`config.mk`:
```
export PLATFORM = sky130hd
export DESIGN_NAME = multiport_core_memory_control
export DESIGN_NICKNAME = d
export VERILOG_FILES = /design/src/rtl/core_mem_pkg.sv /design/src/rtl/multiport_core_memory_control.sv
export SDC_FILE = /design/constraint.sdc
export NUM_CORES = 1
export LEC_CHECK = 0
export BUFFER_PORTS_ARGS = -buffer_cell sky130_fd_sc_hd__buf_2
export CAP_MARGIN = 15
export CORE_MARGIN = 10
export CORE_UTILIZATION = 45
export DETAILED_ROUTE_END_ITERATION = 8
export MAX_ROUTING_LAYER = met4
export PLACE_DENSITY = 0.79
export SYNTH_ARGS = -nofsm -noshare
export SYNTH_HDL_FRONTEND = slang
export SYNTH_SLANG_ARGS = --single-unit
```
`constraint.sdc`:
```
create_clock -name clk -period 5.87 [get_ports clk]
set_input_delay 0.2935 -clock clk [delete_from_list [all_inputs] [get_ports clk]]
set_output_delay 0.2935 -clock clk [all_outputs]
set_load 0.03 [all_outputs]
```
`src/rtl/core_mem_pkg.sv`:
```
// Shared constants and types for the multiport core memory control block
package core_mem_pkg;

  // ----------------------------------------------------------------
  // Types
  // ----------------------------------------------------------------
  typedef enum logic [1:0] {ST_IDLE, ST_WRWAIT, ST_CYCLE, ST_HALT} state_t;

  // ----------------------------------------------------------------
  // Sizes
  // ----------------------------------------------------------------
  localparam int NPORTS = 8;
  localparam int ADDR_W = 22;
  localparam int BUF_W  = 36;

  // ----------------------------------------------------------------
  // Timing
  // ----------------------------------------------------------------
  localparam int CLK_NS        = 20;
  localparam int CYC_SMALL_NS  = 1000;
  localparam int CYC_BIG_NS    = 1180;
  localparam int WR_TIMEOUT_NS = 8000;
  localparam logic [8:0] CYC_SMALL  = 9'((CYC_SMALL_NS + CLK_NS - 1) / CLK_NS);
  localparam logic [8:0] CYC_BIG    = 9'((CYC_BIG_NS + CLK_NS - 1) / CLK_NS);
  localparam logic [8:0] WR_TIMEOUT = 9'(WR_TIMEOUT_NS / CLK_NS);

  // ----------------------------------------------------------------
  // Register map (byte addresses)
  // ----------------------------------------------------------------
  localparam logic [7:0] REG_CTRL     = 8'h00;
  localparam logic [7:0] REG_PORTCFG  = 8'h04;
  localparam logic [7:0] REG_STATUS   = 8'h08;
  localparam logic [7:0] REG_DISPADDR = 8'h0c;
  localparam logic [7:0] REG_PORTSTAT = 8'h10;
  localparam logic [31:0] CTRL_RST    = 32'h0;
  localparam logic [31:0] PORTCFG_RST = 32'haaaa;

  // Control register fields
  localparam int F_ERRSTOP = 0;
  localparam int F_SINGLE  = 1;
  localparam int F_RESETSW = 2;
  localparam int F_DISPSEL = 3;
  localparam int F_FREEZE  = 4;
  localparam int F_RELEASE = 5;
  localparam int F_LOCAL   = 6;
  localparam int F_INTL35  = 7;
  localparam int F_INTL34  = 8;
  localparam int F_BIG     = 9;
  localparam int F_ONEMOD  = 10;
  localparam int F_BANKDES = 11;
  localparam int F_MEMNUM  = 16;

  // Port configuration codes, two bits per port
  localparam logic [1:0] CFG_DESEL = 2'h0;
  localparam logic [1:0] CFG_SHORT = 2'h1;
  localparam logic [1:0] CFG_LONG  = 2'h2;

  // Address vector index = 35 - documented bit number
  localparam int IX_B35 = 0;
  localparam int IX_B20 = 15;
  localparam int IX_B19 = 16;
  localparam int IX_B18 = 17;
  localparam int IX_B14 = 21;

endpackage

```
`src/rtl/multiport_core_memory_control.sv`:
```
// Arbitration, address match, cycle timing and panel logic of a core memory unit
`timescale 1ns/100ps

// Overview of operation
// - Two controllers; 22 or 18 bit addresses
// - Cycle 1000/1180 ns, 64K/128K words per module
// - Without error stop, drop incomplete cycle
// - Error stop halts on restart, parity, control errors
// - Reset switch releases a halted unit
// - Single cycle: one cycle per reset
// - Request after stop still acked, then hangs
// - Reset lets hung cycle finish
// - Display select, freeze and release of latches
// - Four half-module banks, deselectable, shown in use
// - Local setting disconnects unit from all ports
// - Per port: deselected, short or long address
// - Three priority groups in fixed order
// - Two-port groups alternate after each grant
// - Four-port ring, top passes on grant
// - Short-address ports ignore bits 14-17
// - Memory number sets lower bound, skip deselected banks
// - Bits 19,20 not matched, only pick the bank; bit 18 conditional
// - Bit-35 interleave: even ctl 0, odd ctl 1
// - Both interleaves: answer parity of memory number
module multiport_core_memory_control (
  // Clock, reset, enable
  input  wire logic                            clk,
  input  wire logic                            resetn,
  input  wire logic                            ce,
  // Wishbone slave
  input  wire logic                            wbCyc,
  input  wire logic                            wbStb,
  input  wire logic                            wbWe,
  input  wire logic [7:0]                      wbAdr,
  input  wire logic [3:0]                      wbSel,
  input  wire logic [31:0]                     wbDatI,
  output logic      [31:0]                     wbDatO,
  output logic                                 wbAck,
  // Processor ports
  input  wire logic [core_mem_pkg::NPORTS-1:0] portReq,
  input  wire logic [core_mem_pkg::NPORTS-1:0] portWrite,
  input  wire logic [core_mem_pkg::NPORTS-1:0] portWrRestart,
  input  wire logic [8*core_mem_pkg::ADDR_W-1:0] portAddr,
  output logic      [core_mem_pkg::NPORTS-1:0] portAck,
  output logic      [core_mem_pkg::NPORTS-1:0] portRdDone,
  // Storage modules
  input  wire logic                            parityErr,
  input  wire logic                            ctlErr,
  input  wire logic [core_mem_pkg::BUF_W-1:0]  bufIn,
  output logic      [1:0]                      memStart,
  output logic      [1:0]                      memBank,
  output logic                                 memWrite,
  output logic      [core_mem_pkg::ADDR_W-1:0] memAddr,
  // Indicators
  output logic      [core_mem_pkg::ADDR_W-1:0] dispAddr,
  output logic      [core_mem_pkg::BUF_W-1:0]  dispBuf,
  output logic      [3:0]                      banksInUse,
  output logic      [core_mem_pkg::NPORTS-1:0] portActive,
  output logic      [core_mem_pkg::NPORTS-1:0] portReqLamp
);

  // ----------------------------------------------------------------
  // Declarations
  // ----------------------------------------------------------------
  localparam int NP = core_mem_pkg::NPORTS;
  localparam int AW = core_mem_pkg::ADDR_W;

  core_mem_pkg::state_t state_r;
  logic [31:0]     ctrl_r;
  logic [31:0]     portCfg_r;
  logic            resetPulse_r;
  logic            releasePulse_r;
  logic            frozen_r;
  logic            stop_r;
  logic            incFlag_r;
  logic            parFlag_r;
  logic            ctlFlag_r;
  logic [8:0]      cnt_r;
  logic [2:0]      curPort_r;
  logic            curWrite_r;
  logic [1:0]      curBank_r;
  logic [AW-1:0]   curAddr_r;
  logic            pairA_r;
  logic            pairB_r;
  logic [1:0]      ringTop_r;
  logic [AW-1:0]   latAddr_r [2];
  logic [core_mem_pkg::BUF_W-1:0] latBuf_r [2];
  logic [NP-1:0]   selMask;
  logic [NP-1:0]   elig;
  logic [1:0]      bankOf [NP];
  logic [3:0]      bankEn;
  logic            gntValid;
  logic [2:0]      gntIdx;
  logic            hold;
  logic [8:0]      cycLen;
  logic            wbReq;
  logic [6:0]      memNum;

  assign hold   = ctrl_r[core_mem_pkg::F_SINGLE] && stop_r;
  assign cycLen = ctrl_r[core_mem_pkg::F_BIG] ? core_mem_pkg::CYC_BIG
                                              : core_mem_pkg::CYC_SMALL;
  assign wbReq  = wbCyc && wbStb && !wbAck;
  assign memNum = ctrl_r[core_mem_pkg::F_MEMNUM +: 7];

  // ----------------------------------------------------------------
  // Functions
  // ----------------------------------------------------------------
  // Byte-lane merge of a Wishbone write
  function automatic logic [31:0] laneMerge(logic [31:0] old, logic [31:0] d,
                                            logic [3:0] sel);
    logic [31:0] r;
    r = old;
    for (int i = 0; i < 4; i++) begin
      if (sel[i]) begin
        r[8*i +: 8] = d[8*i +: 8];
      end
    end
    return r;
  endfunction

  // Nth enabled bank of a mask: {found, bank}
  function automatic logic [2:0] pickBank(logic [3:0] en, logic [1:0] n);
    logic [2:0] r;
    logic [2:0] cnt;
    r   = 3'h0;
    cnt = 3'h0;
    for (int i = 0; i < 4; i++) begin
      if (en[i]) begin
        if (cnt == {1'b0, n} && !r[2]) begin
          r = {1'b1, 2'(i)};
        end
        cnt = cnt + 3'h1;
      end
    end
    return r;
  endfunction

  // ----------------------------------------------------------------
  // Address match per port
  // ----------------------------------------------------------------
  // Deselected banks and a missing second module shrink the unit
  always_comb begin
    bankEn = ~ctrl_r[core_mem_pkg::F_BANKDES +: 4];
    if (ctrl_r[core_mem_pkg::F_ONEMOD]) begin
      bankEn[3:2] = 2'h0;
    end
  end

  always_comb begin
    logic [AW-1:0] a;
    logic          hit;
    logic          use18;
    logic [1:0]    lb;
    logic [2:0]    pk;
    a     = '0;
    hit   = 1'b0;
    use18 = 1'b0;
    lb    = 2'h0;
    pk    = 3'h0;
    for (int p = 0; p < NP; p++) begin
      a = portAddr[p*AW +: AW];
      selMask[p] = portCfg_r[2*p +: 2] != core_mem_pkg::CFG_DESEL;
      use18 = !ctrl_r[core_mem_pkg::F_BIG] || ctrl_r[core_mem_pkg::F_ONEMOD]
              || (bankEn != 4'hf);
      hit = 1'b1;
      // Bits 14-17 only for long-address ports
      if (portCfg_r[2*p +: 2] == core_mem_pkg::CFG_LONG &&
          a[core_mem_pkg::IX_B14 -: 4] != memNum[6:3]) begin
        hit = 1'b0;
      end
      if (use18 && a[core_mem_pkg::IX_B18] != memNum[2]) begin
        hit = 1'b0;
      end
      // Logical bank from the bits below the unit number
      if (!use18) begin
        lb = {a[core_mem_pkg::IX_B18], a[core_mem_pkg::IX_B19]};
      end else if (ctrl_r[core_mem_pkg::F_BIG]) begin
        lb = {1'b0, a[core_mem_pkg::IX_B19]};
      end else begin
        lb = {a[core_mem_pkg::IX_B19], a[core_mem_pkg::IX_B20]};
      end
      if (ctrl_r[core_mem_pkg::F_INTL35]) begin
        // Word parity picks the controller
        pk = pickBank(bankEn & (a[core_mem_pkg::IX_B35] ? 4'hc : 4'h3),
                      {1'b0, lb[0]});
        if (ctrl_r[core_mem_pkg::F_INTL34] &&
            a[core_mem_pkg::IX_B35] != memNum[0]) begin
          hit = 1'b0;
        end
      end else begin
        pk = pickBank(bankEn, lb);
      end
      bankOf[p] = pk[1:0];
      elig[p]   = portReq[p] && selMask[p] && hit && pk[2] &&
                  !ctrl_r[core_mem_pkg::F_LOCAL];
    end
  end

  // ----------------------------------------------------------------
  // Arbiter
  // ----------------------------------------------------------------
  // Group precedence keeps the pair groups from being starved by the ring
  always_comb begin
    logic [2:0] r;
    gntValid = 1'b0;
    gntIdx   = 3'h0;
    r        = 3'h0;
    if (elig[1:0] != 2'h0) begin
      gntValid = 1'b1;
      gntIdx   = (elig[1] && (pairA_r || !elig[0])) ? 3'h1 : 3'h0;
    end else if (elig[3:2] != 2'h0) begin
      gntValid = 1'b1;
      gntIdx   = (elig[3] && (pairB_r || !elig[2])) ? 3'h3 : 3'h2;
    end else begin
      for (int k = 3; k >= 0; k--) begin
        r = {1'b1, 2'(ringTop_r + 2'(k))};
        if (elig[r]) begin
          gntValid = 1'b1;
          gntIdx   = r;
        end
      end
    end
  end

  // Rotation state moves only when a grant is actually issued
  always_ff @(posedge clk or negedge resetn) begin
    if (!resetn) begin
      pairA_r   <= 1'b0;
      pairB_r   <= 1'b0;
      ringTop_r <= 2'h0;
    end else if (ce && state_r == core_mem_pkg::ST_IDLE && gntValid) begin
      if (gntIdx[2:1] == 2'h0) begin
        pairA_r <= !gntIdx[0];
      end
      if (gntIdx[2:1] == 2'h1) begin
        pairB_r <= !gntIdx[0];
      end
      if (gntIdx == {1'b1, ringTop_r}) begin
        ringTop_r <= ringTop_r + 2'h1;
      end
    end
  end

  // ----------------------------------------------------------------
  // Cycle sequencer
  // ----------------------------------------------------------------
  always_ff @(posedge clk or negedge resetn) begin
    if (!resetn) begin
      state_r    <= core_mem_pkg::ST_IDLE;
      cnt_r      <= 9'h0;
      curPort_r  <= 3'h0;
      curWrite_r <= 1'b0;
      curBank_r  <= 2'h0;
      curAddr_r  <= '0;
      portAck    <= '0;
      portRdDone <= '0;
      memStart   <= 2'h0;
      incFlag_r  <= 1'b0;
    end else if (ce) begin
      portAck    <= '0;
      portRdDone <= '0;
      memStart   <= 2'h0;
      if (resetPulse_r) begin
        incFlag_r <= 1'b0;
      end
      case (state_r)
        core_mem_pkg::ST_IDLE: begin
          // Grants go out even while stopped, so no port sees nonexistent memory
          if (gntValid) begin
            portAck[gntIdx] <= 1'b1;
            curPort_r  <= gntIdx;
            curWrite_r <= portWrite[gntIdx];
            curBank_r  <= bankOf[gntIdx];
            curAddr_r  <= portAddr[32'(gntIdx)*AW +: AW];
            cnt_r      <= 9'h0;
            if (portWrite[gntIdx]) begin
              state_r <= core_mem_pkg::ST_WRWAIT;
            end else begin
              state_r  <= core_mem_pkg::ST_CYCLE;
              memStart <= 2'h1 << bankOf[gntIdx][1];
            end
          end
        end
        core_mem_pkg::ST_WRWAIT: begin
          cnt_r <= cnt_r + 9'h1;
          if (portWrRestart[curPort_r]) begin
            state_r  <= core_mem_pkg::ST_CYCLE;
            memStart <= 2'h1 << curBank_r[1];
            cnt_r    <= 9'h0;
          end else if (hold && !resetPulse_r) begin
            cnt_r <= 9'h0;
          end else if (cnt_r == core_mem_pkg::WR_TIMEOUT) begin
            if (ctrl_r[core_mem_pkg::F_ERRSTOP]) begin
              state_r   <= core_mem_pkg::ST_HALT;
              incFlag_r <= 1'b1;
            end else begin
              state_r <= core_mem_pkg::ST_IDLE;
            end
          end
        end
        core_mem_pkg::ST_CYCLE: begin
          if (ctrl_r[core_mem_pkg::F_ERRSTOP] && (parityErr || ctlErr)) begin
            state_r <= core_mem_pkg::ST_HALT;
          end else if (!hold || resetPulse_r) begin
            cnt_r <= cnt_r + 9'h1;
            if (cnt_r == cycLen - 9'h1) begin
              state_r <= core_mem_pkg::ST_IDLE;
              portRdDone[curPort_r] <= !curWrite_r;
            end
          end
        end
        core_mem_pkg::ST_HALT: begin
          if (resetPulse_r) begin
            state_r <= core_mem_pkg::ST_IDLE;
          end
        end
        default: state_r <= core_mem_pkg::ST_IDLE;
      endcase
    end
  end

  // Stop flag of single-cycle mode; end of cycle wins over reset
  always_ff @(posedge clk or negedge resetn) begin
    if (!resetn) begin
      stop_r <= 1'b0;
    end else if (ce) begin
      if (state_r == core_mem_pkg::ST_CYCLE && (!hold || resetPulse_r) &&
          cnt_r == cycLen - 9'h1 && ctrl_r[core_mem_pkg::F_SINGLE]) begin
        stop_r <= 1'b1;
      end else if (resetPulse_r || !ctrl_r[core_mem_pkg::F_SINGLE]) begin
        stop_r <= 1'b0;
      end
    end
  end

  // Sticky error flags, set wins over reset switch
  always_ff @(posedge clk or negedge resetn) begin
    if (!resetn) begin
      parFlag_r <= 1'b0;
      ctlFlag_r <= 1'b0;
    end else if (ce) begin
      parFlag_r <= (parFlag_r && !resetPulse_r) || parityErr;
      ctlFlag_r <= (ctlFlag_r && !resetPulse_r) || ctlErr;
    end
  end

  // ----------------------------------------------------------------
  // Panel latches and indicators
  // ----------------------------------------------------------------
  // Frozen latches keep the failing reference for the operator
  always_ff @(posedge clk or negedge resetn) begin
    if (!resetn) begin
      frozen_r     <= 1'b0;
      latAddr_r[0] <= '0;
      latAddr_r[1] <= '0;
      latBuf_r[0]  <= '0;
      latBuf_r[1]  <= '0;
    end else if (ce) begin
      if (releasePulse_r) begin
        frozen_r <= 1'b0;
      end else if (ctrl_r[core_mem_pkg::F_FREEZE]) begin
        frozen_r <= 1'b1;
      end
      if (!frozen_r && state_r != core_mem_pkg::ST_IDLE) begin
        latAddr_r[curBank_r[1]] <= curAddr_r;
        latBuf_r[curBank_r[1]]  <= bufIn;
      end
    end
  end

  // All indicator and storage outputs come from flops
  always_ff @(posedge clk or negedge resetn) begin
    if (!resetn) begin
      dispAddr    <= '0;
      dispBuf     <= '0;
      banksInUse  <= 4'h0;
      portActive  <= '0;
      portReqLamp <= '0;
      memBank     <= 2'h0;
      memWrite    <= 1'b0;
      memAddr     <= '0;
    end else if (ce) begin
      dispAddr    <= latAddr_r[ctrl_r[core_mem_pkg::F_DISPSEL]];
      dispBuf     <= latBuf_r[ctrl_r[core_mem_pkg::F_DISPSEL]];
      banksInUse  <= bankEn;
      portActive  <= (state_r == core_mem_pkg::ST_IDLE) ? '0
                     : NP'(1) << curPort_r;
      portReqLamp <= portReq & selMask;
      memBank     <= curBank_r;
      memWrite    <= curWrite_r;
      memAddr     <= curAddr_r;
    end
  end

  // ----------------------------------------------------------------
  // Wishbone slave
  // ----------------------------------------------------------------
  // One wait state; unmapped reads return zero, writes are dropped
  always_ff @(posedge clk or negedge resetn) begin
    if (!resetn) begin
      wbAck          <= 1'b0;
      wbDatO         <= 32'h0;
      ctrl_r         <= core_mem_pkg::CTRL_RST;
      portCfg_r      <= core_mem_pkg::PORTCFG_RST;
      resetPulse_r   <= 1'b0;
      releasePulse_r <= 1'b0;
    end else if (ce) begin
      wbAck          <= wbReq;
      resetPulse_r   <= 1'b0;
      releasePulse_r <= 1'b0;
      wbDatO         <= 32'h0;
      if (wbReq && wbWe && wbAdr == core_mem_pkg::REG_CTRL) begin
        ctrl_r <= laneMerge(ctrl_r, wbDatI, wbSel) &
                  ~(32'h1 << core_mem_pkg::F_RESETSW) &
                  ~(32'h1 << core_mem_pkg::F_RELEASE);
        resetPulse_r   <= wbSel[0] && wbDatI[core_mem_pkg::F_RESETSW];
        releasePulse_r <= wbSel[0] && wbDatI[core_mem_pkg::F_RELEASE];
      end
      if (wbReq && wbWe && wbAdr == core_mem_pkg::REG_PORTCFG) begin
        portCfg_r <= laneMerge(portCfg_r, wbDatI, wbSel) & 32'hffff;
      end
      if (wbReq && !wbWe) begin
        case (wbAdr)
          core_mem_pkg::REG_CTRL:     wbDatO <= ctrl_r;
          core_mem_pkg::REG_PORTCFG:  wbDatO <= portCfg_r;
          core_mem_pkg::REG_STATUS:   wbDatO <= {21'h0, bankEn, frozen_r,
                                        ctlFlag_r, parFlag_r, stop_r,
                                        incFlag_r, 2'(state_r)};
          core_mem_pkg::REG_DISPADDR: wbDatO <= 32'(dispAddr);
          core_mem_pkg::REG_PORTSTAT: wbDatO <= {16'h0, portReqLamp, portActive};
          default:                    wbDatO <= 32'h0;
        endcase
      end
    end
  end

  // Read restart latency of the small variant, counted from the start pulse
  localparam int RD_LAT = (core_mem_pkg::CYC_SMALL_NS + core_mem_pkg::CLK_NS - 1)
                          / core_mem_pkg::CLK_NS;
  logic ceGap_r;

  // Enable went low since the last start; a frozen cycle may legally run long
  always_ff @(posedge clk or negedge resetn) begin
    if (!resetn) begin
      ceGap_r <= 1'b0;
    end else if (!ce) begin
      ceGap_r <= 1'b1;
    end else if (memStart != 2'h0) begin
      ceGap_r <= 1'b0;
    end
  end
endmodule

```
==> results of run 1 <==
-- worst max-delay path by stage --
stage	from	to	depth (start not counted)
6_report	ctrl_r[9]	curAddr_r[2]	14
5_1_grt	ctrl_r[9]	curAddr_r[3]	14
4_1_cts	ctrl_r[9]	curAddr_r[5]	14
3_5_place_dp	ctrl_r[9]	curAddr_r[5]	14
3_3_place_gp	ctrl_r[9]	curAddr_r[2]	14
2_1_floorplan	ctrl_r[11]	curAddr_r[18]	18
-- Yosys cell counts, drive strengths merged (7+ instances only) --
library cell / count / area, um2
ha: 41 / 513
a222oi: 15 / 150
a22o: 21 / 184
nor2b: 69 / 432
dfstp: 8 / 210
buf: 53 / 282
dfrtp: 358 / 8960
clkbuf: 91 / 342
a211o: 25 / 219
and3: 16 / 100
nor2: 113 / 427
o2bb2ai: 22 / 193
xor2: 34 / 298
and2: 13 / 81.3
a31o: 9 / 78.8
a21oi: 99 / 503
nand2: 94 / 363
o211ai: 15 / 113
inv: 60 / 225
o31ai: 8 / 60.1
o221ai: 7 / 61.3
nand4: 8 / 50.1
nand2b: 18 / 113
nor3: 20 / 100
or2: 22 / 138
mux2: 196 / 2210
o22ai: 10 / 62.6
mux2i: 127 / 1360
a211oi: 104 / 781
xnor2: 49 / 448
a31oi: 21 / 131
nor4: 15 / 106
nand3: 26 / 135
a21o: 16 / 120
o21ai: 82 / 414
-- layout make-up --
class                           instances  share of cell area [%]
Sequential cell                       366                    35.4
Tap cell                              607                    2.93
Inverter                               60                   0.870
Multi-Input combinational cell       1418                    42.6
Clock inverter                         16                   0.836
Antenna cell                            7                  0.0677
Clock buffer                           58                    4.63
Timing Repair Buffer                  549                    12.6
-- cell families (layout without fill, tap and decap cells) --
family / Yosys count / after routing / synth area share, %
buf+inv: 204 / 683 / 4.04
other cells: 0 / 7 / 0
compound gates: 526 / 526 / 17.8
xor+xnor: 86 / 86 / 3.87
simple gates: 435 / 435 / 10.7
flops: 366 / 366 / 43.7
fa+ha+maj: 45 / 45 / 2.64
mux: 326 / 326 / 17.3
-- state kept, by name, summed over array words and instances, names as in the netlist, 3 cells and up --
name / count
ctrl_r: 30
dispAddr: 22
wbDatO: 32
banksInUse: 4
portActive: 8
cnt_r: 9
latAddr_r: 44
portAck: 8
curAddr_r: 22
memAddr: 22
curPort_r: 3
latBuf_r: 72
dispBuf: 36
portCfg_r: 16
portReqLamp: 8
portRdDone: 8
-- metal layers --
metal	track usage [%]	vias to the layer above	wire [um]
li1	-	8240	-
met2	46.6	910	39100
met5	-	-	0
met3	7.00	157	7140
met1	33.4	9364	31000
met4	11.9	0	3220
-- power by group --
group          switching (mW)  internal (mW)
logic                   0.918          0.585
registers               0.207           2.80
clock network            1.11           1.57
total                    2.23           4.96
-- critical path: stages, from the launching register on --
cell      delay, ns
dfrtp_1        0.64
buf_12         0.28
mux2i_2        0.68
inv_1          0.22
ha_1           0.26
o311ai_0       0.43
a41oi_1        0.12
a31oi_1        0.33
nand2_1        0.20
nor4b_4        0.20
nand3_1        0.22
and3_1         0.40
nand2_2        0.44
a211oi_1       0.46
a211o_1        0.15
==> results.py, run 1 <==
metrics = {
    "run_status": {
        "status": "finished clean",
    },
    "clock_network": {
        "clockBufferDepth": 3,
        "clockRootBuffer": "clkbuf_16",
        "clock-sinks": 366,
        "cts.htree.levels": 2,
        "cts_buffers": 41,
        "cts_resized": 0,
        "worst_skew_pair.late_latency_ns": 0.58,
        "post-cts-setup-buffers": 0,
        "clk_pin_slew_ns": 0.06,
        "ctsHoldBuffers": 69,
        "cts_tree": "built",
    },
    "global_routing": {
        "gr-total-overflow": 0,
        "grt_usage_pct": 28.6,
        "antenna_found_initial": 5,
        "grt_max_degree": 139,
        "grt_pass1_vias": 19500,
        "grt_pass1_wl_um": 121000,
    },
    "power": {
        "totalPowerFinal_mw": 7.20,
        "total_leakage_power_nw": 12.5,
        "peakVddDrop_mv": 0.341,
        "powerDensity_mw_per_mm2": 278,
    },
    "routing": {
        "first_iter_violations": 1723,
        "drcViolationCount": 0,
        "drt-vias-per-instance": 6.06,
        "ant_nets": 0,
        "vias": 18700,
        "routed_wl_um": 80400,
        "wl_per_cell_um": 26.1,
        "dr.pass1.iters": 6,
    },
    "timing": {
        "final-max-slew-violation-count": 0,
        "finalSetupTns_ns": 0,
        "tightestPinTransition_ns": 1.08,
        "skew_ns": 0.0298,
        "setup_viol": 0,
        "worst_hold_slack_ns": 0.0277,
        "rsz0062_at_grt": "no",
        "setup_slack_ns": 0.714,
        "max_slew_margin_pct": 27.7,
        "final_hold_viol_count": 0,
        "period_share_pct": 87.8,
        "max_freq_ghz": 0.194,
        "fin_crit_ns": 5.16,
    },
    "critical_path": {
        "arrival_ns": 5.66,
        "r2r_end": "curAddr_r[2]",
        "r2r-start": "ctrl_r[9]",
        "critPathKind": "reg -> reg",
        "rrSetupSlack_ns": 0.71,
        "crit_path_start_kind": "flop",
        "path_max_fanout": 31,
        "r2r_cells": 14,
        "worstPathRequired_ns": 6.37,
        "end_kind": "flop",
    },
    "yosys": {
        "ys_seq_area_share_pct": 43.7,
        "synth_cell_types": 96,
        "synthesis.area_mm2": 0.0210,
        "postSynthCellCount": 1988,
        "ys_ff_latch": 366,
        "yosys_most_used_dff": "dfrtp_1",
        "ys_warn_count": 0,
        "async_flop_share_pct": 100,
        "synth_edf_count": 0,
        "syn_area_per_cell_um2": 10.6,
        "synthesis.nets": 2317,
    },
    "floorplanning": {
        "die_h_um": 236,
        "die_w_um": 236,
        "die-area_mm2": 0.0557,
        "rows": 79,
        "core_mm2": 0.0464,
        "start_util_pct": 45.3,
        "io_pins": 442,
    },
    "placed_design": {
        "dp_slack_ns": 0.847,
        "port_buffers": 441,
        "gp_congestion": 1.03,
        "placed_area_mm2": 0.0238,
        "dp_cells": 2931,
        "hpwlAfterDp_um": 59500,
    },
    "layout": {
        "utilization_pct": 55.9,
        "final_cells": 3081,
        "seq_area_mm2": 0.00917,
        "mostFrequentLayoutCell": "buf_2",
        "finalNetCount": 2765,
        "postLayoutCellArea_mm2": 0.0259,
        "multi_input_area_mm2": 0.0110,
        "final_cell_mix": "buf_2 (439), dfrtp_1 (357), mux2_2 (196)",
        "nFillCells": 3876,
        "area_delta_synth_final_pct": 23.3,
        "drive_above_1_share_pct": 33.2,
    },
    "hold_path": {
        "hp-class": "in -> reg",
        "whs_endpoint": "ctrl_r[8]",
        "hold_start": "wbDatI[8]",
        "min_path_cells": 2,
    },
    "run": {
        "maxCapViolations": 0,
    },
}
Note: power is estimated with default switching activity, not from simulation.
==> inputs of run 2 (changes only) <==
- GPL_TIMING_DRIVEN: unset -> 0
==> results.py, run 2 (same netlist as run 1, synthesis figures left out) <==
metrics = {
    "run_status": {
        "status": "complete, but fails checks",
        "violations": "design-rule violations",
    },
    "placed_design": {
        "port_buffers": 435,
        "dp_cells": 3034,
        "hpwlAfterDp_um": 69600,
        "placed_area_mm2": 0.0240,
        "gp_congestion": 1.00,
    },
    "global_routing": {
        "antenna_found_initial": 12,
        "grt_pass1_wl_um": 134000,
        "grt_pass1_vias": 20200,
        "grt_max_degree": 108,
        "grt_usage_pct": 32.5,
        "gr-total-overflow": 0,
    },
    "layout": {
        "drive_above_1_share_pct": 32.1,
        "largestRegisters": "latBuf_r: 72 flops, latAddr_r: 44 flops, dispBuf: 36 flops",
        "largest_reg_flops": 72,
        "finalNetCount": 2868,
        "final_cell_mix": "buf_2 (465), dfrtp_1 (358), mux2_2 (196)",
        "final_cells": 3187,
        "postLayoutCellArea_mm2": 0.0263,
        "mostFrequentLayoutCell": "buf_2",
        "nFillCells": 3914,
        "area_delta_synth_final_pct": 25.0,
        "top_register": "latBuf_r",
        "utilization_pct": 56.6,
    },
    "routing": {
        "wl_per_cell_um": 28.7,
        "drcViolationCount": 2,
        "first_iter_violations": 1861,
        "dr.pass1.iters": 9,
        "vias": 19500,
        "routed_wl_um": 91500,
        "ant_nets": 0,
        "drt-vias-per-instance": 6.13,
    },
    "timing": {
        "max_freq_ghz": 0.174,
        "setup_viol": 0,
        "tightestPinTransition_ns": 1.10,
        "rsz0062_at_grt": "no",
        "final_hold_viol_count": 0,
        "fin_crit_ns": 5.73,
        "final-max-slew-violation-count": 0,
        "worst_hold_slack_ns": 0.0182,
        "max_slew_margin_pct": 26.9,
        "period_share_pct": 97.6,
        "skew_ns": 0.0230,
    },
    "floorplanning": {
        "rows": 79,
        "start_util_pct": 45.3,
        "io_pins": 442,
        "die_w_um": 236,
        "die_h_um": 236,
        "die-area_mm2": 0.0557,
        "core_mm2": 0.0464,
    },
    "power": {
        "p_switching_mw": 2.30,
        "p_int_mw": 4.99,
        "peakVddDrop_mv": 0.310,
        "p_clk_share_pct": 37.3,
        "powerDensity_mw_per_mm2": 278,
        "pwr-share-comb_pct": 21.1,
        "totalPowerFinal_mw": 7.29,
        "sw_frac_of_total_pct": 31.5,
        "total_leakage_power_nw": 12.6,
        "seq_power_share_pct": 41.5,
    },
    "run": {
        "maxCapViolations": 0,
    },
    "critical_path": {
        "critPathKind": "reg -> reg",
        "cpPeakStageDelay_ns": 0.80,
        "crit_path_start_kind": "flop",
        "crit_top_cell": "clkbuf_2",
        "r2r_cells": 17,
        "worstPathRequired_ns": 6.29,
        "end_kind": "flop",
        "cp_slowest_cell": "o311ai_0",
        "arrival_ns": 6.16,
        "path_cells": "clkbuf_2, clkbuf_2, clkbuf_2, or2_2, ha_1, o311ai_0, nor2_1, a21oi_1, o211ai_1, o311ai_4, nor2_4, buf_2, buf_6, mux2i_1, mux2i_1, mux2i_2, o21ai_0",
        "path_max_fanout": 10,
    },
    "clock_network": {
        "worst_skew_pair.late_latency_ns": 0.59,
        "cts_buffers": 40,
        "clockBufferDepth": 3,
        "clockRootBuffer": "clkbuf_16",
        "clk_pin_slew_ns": 0.06,
        "cts_tree": "built",
        "clock-sinks": 366,
        "cts.htree.levels": 2,
    },
    "hold_path": {
        "hp-class": "in -> reg",
        "min_path_cells": 2,
    },
}
## run 2: cell types whose count changed in the layout (fill, tap and decap cells not counted), moves of 4 or more
cell and delta:
buf_1 +15, buf_12 -5, buf_2 +26, buf_4 -26
clkbuf_1 +81, clkbuf_2 +4, clkbuf_8 +4, clkinv_2 -4
## run 2: layer usage
| layer | part of all wire (%) | global-route usage (%) | routed length (um) |
|---|---|---|---|
| met1 | 40 | 39.8 | 36700 |
| met5 | 0 | - | 0 |
| met3 | 8.9 | 7.17 | 8170 |
| met4 | 4.6 | 13.3 | 4170 |
| met2 | 46 | 51.2 | 42400 |
## run 2: timing repair
action,in CTS,in global routing
setup buffers,2,2
hold endpoints to repair,217,0
resized for setup,9,9
hold buffers,67,0
gates cloned,0,0
setup endpoints to repair,40,36
pin swaps,1,0
## run 2: final timing paths
| kind | startpoint | end | slack (ns) |
|---|---|---|---|
| worst min register to register | wbDatO[12] | wbDatO[12] | 0.48 |
| worst max-delay path | ctrl_r[11] | curBank_r[1] | 0.14 |
| min in group asynchronous | resetn | dispBuf[18] | 0.31 |
| worst min-delay path | wbDatI[14] | portCfg_r[14] | 0.02 |
| max in group asynchronous | resetn | banksInUse[0] | 4.04 |
| worst max register to register | ctrl_r[11] | curBank_r[1] | 0.14 |
## run 2: worst max-delay path: cells and delay by family (launching register included)
family | cells | cell delay, ns
AOI/OAI and AO/OA | 5 | 2.05
adders and majority gates | 1 | 0.18
buffers and inverters | 5 | 1.40
DFF | 1 | 0.39
muxes | 3 | 0.85
and+or+nand+nor | 3 | 0.65
## run 2: power groups by stage
stage | Clock, mW | Combinational (mW) | Sequential, mW
6_report | 2.72 | 1.54 | 3.03
5_1_grt | 2.85 | 1.65 | 3.05
4_1_cts | 2.74 | 1.51 | 3.00
3_5_place_dp | 0 | 1.46 | 3.04
3_3_place_gp | 0 | 1.42 | 3.02
2_1_floorplan | 0 | 0.695 | 3.20
## run 2: through the flow
step           setup TNS (ns)  setup WS, ns
6_report                    0         0.139
5_1_grt                     0        0.0239
4_1_cts                     0        0.0139
3_5_place_dp           -19.51        -0.911
3_3_place_gp          -828.45         -2.31
2_1_floorplan               0          1.68
## run 2: final cells by class
| type | instances | area [um2] | share of cell area (%) |
|---|---|---|---|
| Inverter | 60 | 229 | 0.872 |
| Antenna cell | 10 | 25.0 | 0.0953 |
| Timing Repair Buffer | 510 | 2980 | 11.3 |
| Clock buffer | 58 | 1220 | 4.64 |
| Tap cell | 607 | 759 | 2.89 |
| Buffer | 143 | 632 | 2.41 |
| Multi-Input combinational cell | 1418 | 11000 | 42.0 |
| Clock inverter | 15 | 225 | 0.858 |
| Sequential cell | 366 | 9170 | 34.9 |
==> inputs of run 3 (changes only) <==
- RECOVER_POWER: unset -> 50
- SKIP_LAST_GASP: unset -> 1
==> results.py, run 3 (same netlist as run 1, synthesis figures left out) <==
metrics = {
    "run_status": {
        "status": "complete, but fails checks",
        "violations": "max-capacitance violations, max-slew violations",
    },
    "routing": {
        "routed_wl_um": 91400,
        "ant_nets": 0,
        "first_iter_violations": 1991,
        "wl_per_cell_um": 28.7,
        "drt-vias-per-instance": 6.14,
        "dr.pass1.iters": 8,
        "drcViolationCount": 0,
        "vias": 19600,
    },
    "timing": {
        "final_hold_viol_count": 0,
        "rsz0062_at_grt": "no",
        "skew_ns": 0.0231,
        "max_slew_margin_pct": -213,
        "setup_viol": 0,
        "max_freq_ghz": 0.174,
        "fin_crit_ns": 5.76,
        "tightestPinTransition_ns": 4.69,
        "setup_slack_ns": 0.114,
        "final-max-slew-violation-count": 106,
        "finalSetupTns_ns": 0,
        "period_share_pct": 98.1,
    },
    "critical_path": {
        "path_cells": "inv_1, ha_1, buf_2, buf_2, nand2_1, o21ai_2, or2_1, o211ai_1, and2_1, nor3_1, nand2_1, nand2_1, buf_2, buf_1, a211oi_1, a211o_1",
        "crit_path_start_kind": "flop",
        "end_kind": "flop",
        "critPathKind": "reg -> reg",
        "cp_slowest_cell": "buf_1",
        "rrSetupSlack_ns": 0.11,
        "arrival_ns": 6.21,
        "cp_top_family": "buffers and inverters",
        "cpPeakStageDelay_ns": 0.64,
        "worstPathRequired_ns": 6.33,
        "path_max_fanout": 10,
        "worst-path-buf-inv": 5,
    },
    "power": {
        "total_leakage_power_nw": 12.1,
        "powerDensity_mw_per_mm2": 279,
        "peakVddDrop_mv": 0.299,
    },
    "floorplanning": {
        "die_h_um": 236,
        "start_util_pct": 45.3,
        "die_w_um": 236,
        "rows": 79,
        "core_mm2": 0.0464,
        "io_pins": 442,
        "die-area_mm2": 0.0557,
    },
    "placed_design": {
        "dp_cells": 3034,
        "hpwlAfterDp_um": 69600,
        "dp_slack_ns": -0.911,
        "gp_congestion": 1.00,
        "port_buffers": 435,
    },
    "layout": {
        "area_delta_synth_final_pct": 24.1,
        "drive_above_1_share_pct": 26.4,
        "largest_reg_flops": 72,
        "final_cells": 3185,
        "mostFrequentLayoutCell": "dfrtp_1",
        "finalNetCount": 2868,
        "utilization_pct": 56.2,
        "largestRegisters": "latBuf_r: 72 flops, latAddr_r: 44 flops, dispBuf: 36 flops",
        "final_cell_mix": "dfrtp_1 (358), buf_2 (320), clkbuf_1 (235)",
        "nFillCells": 3983,
        "top_register": "latBuf_r",
    },
    "clock_network": {
        "clockRootBuffer": "clkbuf_16",
        "cts.htree.levels": 2,
        "clk_pin_slew_ns": 0.06,
        "cts_buffers": 40,
        "cts_tree": "built",
        "clockBufferDepth": 3,
        "worst_skew_pair.late_latency_ns": 0.59,
        "clock-sinks": 366,
    },
    "global_routing": {
        "gr-total-overflow": 0,
        "grt_usage_pct": 32.5,
        "antenna_found_initial": 11,
        "met1_usage_pct": 39.8,
        "grt_pass1_wl_um": 134000,
        "grt_max_degree": 108,
        "met3_usage_pct": 7.17,
        "use_met2_pct": 51.2,
        "grt_pass1_vias": 20200,
        "grt.busiest_layer": "met2",
    },
    "hold_path": {
        "hp-class": "in -> reg",
    },
    "run": {
        "maxCapViolations": 1,
    },
}
-- run 3: cell types whose count changed in the layout (fill, tap and decap cells not counted), sizes merged --
cell / previous run / this run
buf: 496 / 347
clkbuf: 148 / 296
diode: 10 / 8
dlymetal6s4s: 0 / 1
-- run 3: area by class of cell --
class,count,area [um2],share of cell area (%)
buffer,143,631,2.42
clock inverter,15,225,0.864
multi-input combinational,1418,11000,42.3
inverter,60,229,0.878
timing repair buffer,510,2790,10.7
sequential,366,9170,35.2
antenna,8,20.0,0.0768
tap,607,759,2.91
clock buffer,58,1220,4.68
-- run 3: routing by layer --
metal	part of all wire [%]	wire length [um]
met5	0	0
met4	4.6	4200
met1	40	36600
met3	9.0	8250
met2	46	42400
-- run 3: final timing paths --
path,start,to,depth (start not counted)
max,ctrl_r[12],curAddr_r[0],16
min,wbDatI[14],portCfg_r[14],2
max reg2reg,ctrl_r[12],curAddr_r[0],16
min reg2reg,wbDatO[12],wbDatO[12],1
max in group asynchronous,resetn,dispAddr[8],2
min in group asynchronous,resetn,dispBuf[18],2
-- run 3: where the power goes --
part / internal, mW / total [mW] / leakage, nW / switching (mW)
clock: 1.60 / 2.72 / 0.703 / 1.12
combinational: 0.559 / 1.51 / 6.64 / 0.949
sequential: 2.80 / 3.03 / 4.77 / 0.228
-- run 3: repair_timing --
item | CTS | global route
pin swaps | 1 | 0
hold endpoints to repair | 217 | 0
endpoints found under the setup margin | 40 | 36
gates resized for setup | 9 | 9
hold buffers | 67 | 0
setup buffers | 2 | 2
-- run 3: through the flow --
| stage | total power [mW] | hold slack (ns) | instance area (um2) |
|---|---|---|---|
| 2_1_floorplan | 3.90 | -0.00209 | 21000 |
| 3_3_place_gp | 4.45 | 0.458 | 23900 |
| 3_5_place_dp | 4.50 | 0.405 | 24000 |
| 4_1_cts | 7.25 | 0.00129 | 26200 |
| 5_1_grt | 7.52 | 0.0131 | 26100 |
| 6_report | 7.26 | 0.0138 | 26100 |
-- run 3: worst reg2reg max path, stage by stage, from the launching register on --
cell and delay (ns):
dfrtp_1 0.59, inv_1 0.33, ha_1 0.37, buf_2 0.25, buf_2 0.41, nand2_1 0.12, o21ai_2 0.48, or2_1 0.23
o211ai_1 0.20, and2_1 0.25, nor3_1 0.37, nand2_1 0.10, nand2_1 0.35, buf_2 0.37, buf_1 0.64, a211oi_1 0.28
a211o_1 0.29
